--- config.mk ---
export PLATFORM = sky130hd
export DESIGN_NAME = rdml_top
export DESIGN_NICKNAME = d
export VERILOG_FILES = /design/src/hdl/rdml_pkg.sv /design/src/hdl/rdml_top.sv
export VERILOG_INCLUDE_DIRS = /design/src /design/src/hdl
export SDC_FILE = /design/constraint.sdc
export NUM_CORES = 1
export LEC_CHECK = 0
export BUFFER_PORTS_ARGS = -buffer_cell sky130_fd_sc_hd__buf_2
export CORE_MARGIN = 3
export CORE_UTILIZATION = 30
export CTS_BUF_LIST = sky130_fd_sc_hd__clkbuf_8
export DETAILED_ROUTE_END_ITERATION = 6
export SETUP_SLACK_MARGIN = 0.4
export SLEW_MARGIN = 30
export SYNTH_ARGS = -nofsm -noshare
export SYNTH_HDL_FRONTEND = slang
export SYNTH_SLANG_ARGS = --single-unit
--- constraint.sdc ---
create_clock -name CLK -period 1.86 [get_ports CLK]
set_input_delay 0.372 -clock CLK [delete_from_list [all_inputs] [get_ports CLK]]
set_output_delay 0.372 -clock CLK [all_outputs]
set_load 0.01 [all_outputs]
--- src/hdl/rdml_consts.svh ---
// constants for the reset debug-mode latch and pin-state logic
// assumes one synchronous clock domain and a 32-bit ahb-lite register port
// Overview of operation
// - sample breakpoint at release; low enables debug
// - enabled debug: breakpoints enter background debug mode
// - breakpoint high at release: breakpoints raise exceptions
// - enable held until next reset, relatched each release
// - breakpoint synchronised; hold low two cycles before
// - reset clears pin functions and port directions
// - pins high-impedance while reset is held
// - mode select, then exception processing; outputs after
// - port pins high-z; others follow control registers
// - first bus cycle ten clocks after release
`ifndef RDML_CONSTS_SVH
`define RDML_CONSTS_SVH
`define RDML_PINS 8
`define RDML_CNT_W 4
`define RDML_FIRST_BUS_CYCLES 4'ha
`define RDML_WAIT_LAST (`RDML_FIRST_BUS_CYCLES - 4'h3)
`define RDML_OFF_DIR 2'h0
`define RDML_OFF_DATA 2'h1
`define RDML_OFF_FUNC 2'h2
`define RDML_OFF_STAT 2'h3
`define RDML_ADDR_W 4
`define RDML_PIN_RST 8'h00
`define RDML_BIT_DEBUG 0
`define RDML_BIT_RUN 1
`define RDML_BIT_PIN_LO 8
`endif

--- src/hdl/rdml_pkg.sv ---
// types for the reset debug-mode latch and pin-state logic
// assumes the constants header is on the include path
`include "rdml_consts.svh"
package rdml_pkg;
    typedef enum logic [1:0] {ST_RESET, ST_MODE_SEL, ST_WAIT, ST_RUN} rdml_state_t;
    typedef struct packed {
        logic rst_s1;
        logic rst_s2;
        logic rst_prev;
        logic brk_s1;
        logic brk_s2;
        logic brk_prev;
        rdml_state_t st;
        logic [`RDML_CNT_W-1:0] cnt;
        logic debug_en;
        logic enter_dbg;
        logic brk_exc;
        logic bus_start;
        logic running;
        logic [`RDML_PINS-1:0] dir;
        logic [`RDML_PINS-1:0] data;
        logic [`RDML_PINS-1:0] func;
        logic [`RDML_PINS-1:0] pin_out;
        logic [`RDML_PINS-1:0] pin_oe;
        logic a_wr;
        logic [1:0] a_idx;
        logic [31:0] hrdata;
    } rdml_regs_t;
endpackage

--- src/hdl/rdml_top.sv ---
// reset debug-mode latch, reset sequencing and pin-state control with ahb-lite registers
// assumes pins other than RESET_N and BREAKPOINT_REQUEST_N (two-flop synchronised) are synchronous to CLK and one ahb-lite master owns the bus
//
// Added by the designer: the AHB-Lite slave port and the register offsets.
`include "rdml_consts.svh"
module rdml_top
    import rdml_pkg::*;
(
    input wire logic CLK,
    input wire logic RST,
    input wire logic CE,
    input wire logic RESET_N,
    input wire logic BREAKPOINT_REQUEST_N,
    input wire logic INTERNAL_BREAKPOINT,
    input wire logic [`RDML_PINS-1:0] PIN_IN,
    input wire logic [`RDML_PINS-1:0] MOD_OUT,
    input wire logic [`RDML_PINS-1:0] MOD_OE,
    input wire logic HSEL,
    input wire logic [31:0] HADDR,
    input wire logic [1:0] HTRANS,
    input wire logic HWRITE,
    input wire logic [2:0] HSIZE,
    input wire logic [31:0] HWDATA,
    input wire logic HREADY,
    output logic [31:0] HRDATA,
    output logic HREADYOUT,
    output logic HRESP,
    output logic DEBUG_ENABLE,
    output logic ENTER_DEBUG,
    output logic BREAKPOINT_EXCEPTION,
    output logic BUS_START,
    output logic RUNNING,
    output logic [`RDML_PINS-1:0] PIN_OUT,
    output logic [`RDML_PINS-1:0] PIN_OE
);
    rdml_regs_t r;
    rdml_regs_t next_r;
    logic in_reset;
    logic release_edge;
    logic brk_event;
    logic take;

    // only the second flop of each synchroniser is looked at
    // reset and breakpoint pins share one depth, so the release sees a coherent level
    assign in_reset = !r.rst_s2;
    assign release_edge = r.rst_s2 && !r.rst_prev;
    // refused while the reset pin is held, also in the one cycle before the
    // state has fallen back to reset, so no pulse leaks out of a new reset
    assign brk_event = (r.st != ST_RESET) && !in_reset && !release_edge &&
        ((!r.brk_s2 && r.brk_prev) || INTERNAL_BREAKPOINT);
    assign take = HSEL && HTRANS[1] && HREADY;

    always_comb begin
        next_r = r;
        next_r.rst_s1 = RESET_N;
        next_r.rst_s2 = r.rst_s1;
        next_r.rst_prev = r.rst_s2;
        // same depth as the reset path so two low cycles line up with the release
        next_r.brk_s1 = BREAKPOINT_REQUEST_N;
        next_r.brk_s2 = r.brk_s1;
        next_r.brk_prev = r.brk_s2;
        next_r.enter_dbg = 1'b0;
        next_r.brk_exc = 1'b0;
        next_r.bus_start = 1'b0;

        // data phase of a write that was taken last cycle
        if (r.a_wr) begin
            case (r.a_idx)
                `RDML_OFF_DIR: next_r.dir = HWDATA[`RDML_PINS-1:0];
                `RDML_OFF_DATA: next_r.data = HWDATA[`RDML_PINS-1:0];
                `RDML_OFF_FUNC: next_r.func = HWDATA[`RDML_PINS-1:0];
                default: next_r.dir = next_r.dir;
            endcase
        end

        case (r.st)
            ST_RESET: begin
                if (release_edge) begin
                    next_r.debug_en = !r.brk_s2;
                    next_r.st = ST_MODE_SEL;
                end
            end
            ST_MODE_SEL: begin
                next_r.cnt = '0;
                next_r.st = ST_WAIT;
            end
            // counted from the detected release, so the pin's synchroniser lag
            // adds to the delay that the outside world sees
            ST_WAIT: begin
                next_r.cnt = r.cnt + 4'h1;
                if (r.cnt == `RDML_WAIT_LAST) begin
                    next_r.st = ST_RUN;
                    next_r.bus_start = 1'b1;
                end
            end
            ST_RUN: next_r.st = ST_RUN;
            default: next_r.st = ST_RESET;
        endcase

        if (brk_event) begin
            next_r.enter_dbg = r.debug_en;
            next_r.brk_exc = !r.debug_en;
        end

        // reset held: no function owns a pin, all ports are inputs
        if (in_reset) begin
            next_r.st = ST_RESET;
            next_r.cnt = '0;
            next_r.dir = `RDML_PIN_RST;
            next_r.data = `RDML_PIN_RST;
            next_r.func = `RDML_PIN_RST;
            next_r.enter_dbg = 1'b0;
            next_r.brk_exc = 1'b0;
            next_r.bus_start = 1'b0;
        end

        // drivers stay off until the release, then follow function or port direction
        for (int i = 0; i < `RDML_PINS; i++) begin
            next_r.pin_out[i] = next_r.func[i] ? MOD_OUT[i] : next_r.data[i];
            next_r.pin_oe[i] = (next_r.st != ST_RESET) &&
                (next_r.func[i] ? MOD_OE[i] : next_r.dir[i]);
        end
        // kept in a flop of its own so the output has no decode behind it
        next_r.running = (next_r.st == ST_RUN);

        next_r.a_wr = take && HWRITE;
        if (take) begin
            next_r.a_idx = HADDR[3:2];
        end
        // direction, data and function reads take next values so a write just before is seen
        next_r.hrdata = 32'h0000_0000;
        if (take && !HWRITE && HADDR[31:`RDML_ADDR_W] == '0) begin
            case (HADDR[3:2])
                `RDML_OFF_DIR: next_r.hrdata[`RDML_PINS-1:0] = next_r.dir;
                `RDML_OFF_DATA: next_r.hrdata[`RDML_PINS-1:0] = next_r.data;
                `RDML_OFF_FUNC: next_r.hrdata[`RDML_PINS-1:0] = next_r.func;
                `RDML_OFF_STAT: begin
                    next_r.hrdata[`RDML_BIT_DEBUG] = r.debug_en;
                    next_r.hrdata[`RDML_BIT_RUN] = (r.st == ST_RUN);
                    next_r.hrdata[`RDML_BIT_PIN_LO +: `RDML_PINS] = PIN_IN;
                end
                default: next_r.hrdata = 32'h0000_0000;
            endcase
        end
        if (take && HADDR[31:`RDML_ADDR_W] != '0) begin
            next_r.a_wr = 1'b0;
        end
    end

    always_ff @(posedge CLK) begin
        if (RST) begin
            r <= '0;
        end else if (CE) begin
            r <= next_r;
        end
    end

    assign HRDATA = r.hrdata;
    // zero-wait slave; the word lands the cycle after it is offered
    assign HREADYOUT = 1'b1;
    assign HRESP = 1'b0;
    assign DEBUG_ENABLE = r.debug_en;
    assign ENTER_DEBUG = r.enter_dbg;
    assign BREAKPOINT_EXCEPTION = r.brk_exc;
    assign BUS_START = r.bus_start;
    assign RUNNING = r.running;
    assign PIN_OUT = r.pin_out;
    assign PIN_OE = r.pin_oe;
endmodule

==> results.yml <==
die:
  die_h_um: 124
  die_area_um2: 15400
  num_io_pins: 157
  coreArea_um2: 13500
  die_w_um: 124
  rows: 42
  start_util_pct: 31.2
placed_design:
  hpwlAfterDp_mm: 8.59
  place_congestion: 0.807
  io_buffers: 108
  dp.cells: 734
cts:
  cts_tree: "done"
  clock_sinks: 76
  clock_latency_ps: 360
  numCtsBuffers: 9
  cts_buffer_depth: 2
  hold_buffers: 0
  clkTransAtPathRegs_ps: 90
  htreeDepth: 3
  cts_root_buf: "clkbuf_8"
routing:
  wire_per_inst_um: 16.2
  routed_via_density: 5.04
  wirelength_mm: 12.6
  initialDrtViolationCount: 218
  drc: 0
  ant_nets: 0
  route.vias.total: 3913
  first_pass_iters: 6
yosys:
  synthTopCellsByArea: "dfxtp_1 (36%), buf_4 (8.9%), nand2_1 (6.4%)"
  synth_edf_count: 0
  synth_flop_cell: "dfxtp_1"
  netlist-cell-type-count: 46
  syn_inst: 500
  synth-seq-cells: 76
  seq_area_frac_synth_pct: 36.3
  mappedNetlistArea_um2: 4190
  yosys.area.top_type_share_pct: 36.3
  async_flop_share_pct: 0
  yosys_warnings: 0
  yosysTopAreaCell: "dfxtp_1"
  syn_avg_cell_area_um2: 8.39
worst_setup_path:
  reg2reg_from: "r[32]"
  critical_path.startpoint: "r[32]"
  end_kind: "register"
  r2r_setup_slack_ps: 110
  slowest_delay_ps: 410
  path_class: "reg -> reg"
  crit_path_start_kind: "register"
  path_cells: "nand3b_1 > buf_12 > mux2_4 > or3b_4 > a311oi_2"
  cpMaxStageDelayCell: "or3b_4"
  arrival_ps: 2030
  reg2regPathDepth: 5
  crit_required_ps: 2140
  crit_path_end: "PIN_OUT[7]"
  cp_max_fo: 8
  r2r_end: "PIN_OUT[7]"
timing:
  min_period_over_period_pct: 94.2
  fin_crit_ps: 1750
  max_freq_ghz: 0.571
  drv_slew: 0
  max_slew_margin_pct: 49.3
  skew_ps: 10.3
  grt_setup_unrepaired: "yes"
  hold_viol_final: 0
  tightest_slew_ps: 760
  setup_viol: 0
  tns_ps: 0
grt:
  grt_max_degree: 41
  grt_pass1_vias: 3869
  grt_pass1_wl_mm: 19.3
  overflow: 0
  track_usage_pct: 15.5
  antenna_found_initial: 1
final_layout:
  area_growth_pct: 31.1
  n_antenna_cell: 0
  nNetsFinal: 699
  instances_no_fill: 777
  drive_above_1_share_pct: 42.3
  filler_cell_count: 1354
worst_hold_path:
  hold_path_class: "in -> reg"
flow_run:
  cap_violations: 0
pwr:
  power_density_nw_per_um2: 565
  finalPower_w: 0.00311
  leakage_nw: 2.13
  peakVddDrop_uv: 314
run_status:
  status: "completed"
[state kept, by name, indices dropped and copies added (netlist names)]
name,flops
r,35
BREAKPOINT_EXCEPTION,1
HRDATA,16
next_r,4
RUNNING,1
PIN_OUT,8
PIN_OE,8
ENTER_DEBUG,1
BUS_START,1
DEBUG_ENABLE,1
[synth_stat cells, types with 3 or more instances]
master	count
a222oi_1	6
nand2_1	71
nand4_1	11
nand3b_1	5
nand3_1	41
nor4_1	6
a21oi_1	37
dfxtp_1	76
buf_4	50
or4_1	3
nor3b_1	9
xnor2_1	3
and2_1	8
or3b_1	6
nor2b_1	3
mux2_2	12
o211ai_1	6
mux2i_1	24
mux2_4	6
inv_1	3
buf_2	7
clkbuf_1	20
o21ai_1	6
a311oi_2	6
nor2_1	38
a311oi_1	4
buf_1	6
a31oi_1	3
[metal layers]
metal	share of wire, %	vias to the layer above	global-route usage (%)
met5	0.10	-	0
met1	41	1859	17.6
li1	-	1893	-
met3	6.5	23	4.68
met4	2.1	2	6.32
met2	51	136	26.9
[worst min-delay path by stage]
| stage | cells past startpoint | start | endpoint |
|---|---|---|---|
| 2_1_floorplan | 2 | HRDATA[2] | HRDATA[2] |
| 3_3_place_gp | 2 | PIN_OE[0] | PIN_OE[0] |
| 3_5_place_dp | 2 | HRDATA[7] | HRDATA[7] |
| 4_1_cts | 3 | RESET_N | next_r[90] |
| 5_1_grt | 3 | BREAKPOINT_REQUEST_N | next_r[87] |
| 6_report | 3 | RESET_N | next_r[90] |
[kinds of logic (layout without fill, tap and decap cells)]
kind of cell               Yosys count  after routing  share of synthesized area, %
adders and majority gates            1              1                         0.298
muxes                               42             42                          11.1
other                                2             18                         0.179
AOI/OAI and AO/OA                   79             79                          13.5
xor gates and xnor gates             3              3                         0.627
and+or+nand+nor                    208            208                          25.1
buffers and inverters               89            174                          13.0
DFF                                 76             76                          36.3
[layout make-up]
cell class | instances | area, um^2 | share of cell area [%]
Inverter | 4 | 15.0 | 0.273
Clock buffer | 9 | 124 | 2.25
Tap cell | 176 | 220 | 4.01
Clock inverter | 7 | 43.8 | 0.797
Sequential cell | 76 | 1530 | 27.9
Multi-Input combinational cell | 351 | 2550 | 46.4
Timing Repair Buffer | 154 | 1010 | 18.4
[critical path, delay by kind of cell (launching register included)]
kind            cells  cell delay, ps
buf+inv             1             180
flops               1             330
simple gates        2             620
mux                 1             310
compound gates      1             240
[repair_timing]
action | CTS | global route
pin swaps | 20 | 27
setup endpoints to repair | 36 | 49
buffers inserted | 22 | 5
resized for setup | 53 | 37
[cell usage in the layout (no fill, tap or decap), types with 6 or more instances in the layout]
master    count
nor4_1        6
o211ai_1      6
mux2_2        8
nand3_1      28
nand3_4       6
a21oi_2      11
nor2_1       37
a222oi_1      6
mux2_4       10
a21oi_1      26
buf_4        27
or3b_4        6
conb_1       18
o21ai_1       6
dfxtp_1      70
buf_2       106
mux2i_4       8
nand2_1      69
nand4_1      11
nand3_2       7
buf_6        16
and2_1        7
clkbuf_8      9
nor3b_1       8
a311oi_2      6
mux2i_1      15
[report_power, final]
part	internal [W]	leakage, nW	switching [W]
logic	0.000125	1.42	0.000202
registers	0.00164	0.617	0.0000174
clock network	0.000479	0.0960	0.000641
total	0.00225	2.13	0.000860
[metrics by stage]
stage | area [um^2] | setup slack, ps | utilization, % | hold slack [ps]
after floorplan | 4270 | 194 | - | 427
after global placement | 4690 | -11.4 | 34.9 | 439
after detailed placement | 4690 | -76.3 | 34.9 | 440
after CTS | 5280 | 118 | 39.2 | 220
after global routing | 5500 | 61.9 | 40.9 | 250
final | 5500 | 108 | 40.9 | 244
No activity file was read; power rests on OpenSTA's default activity.
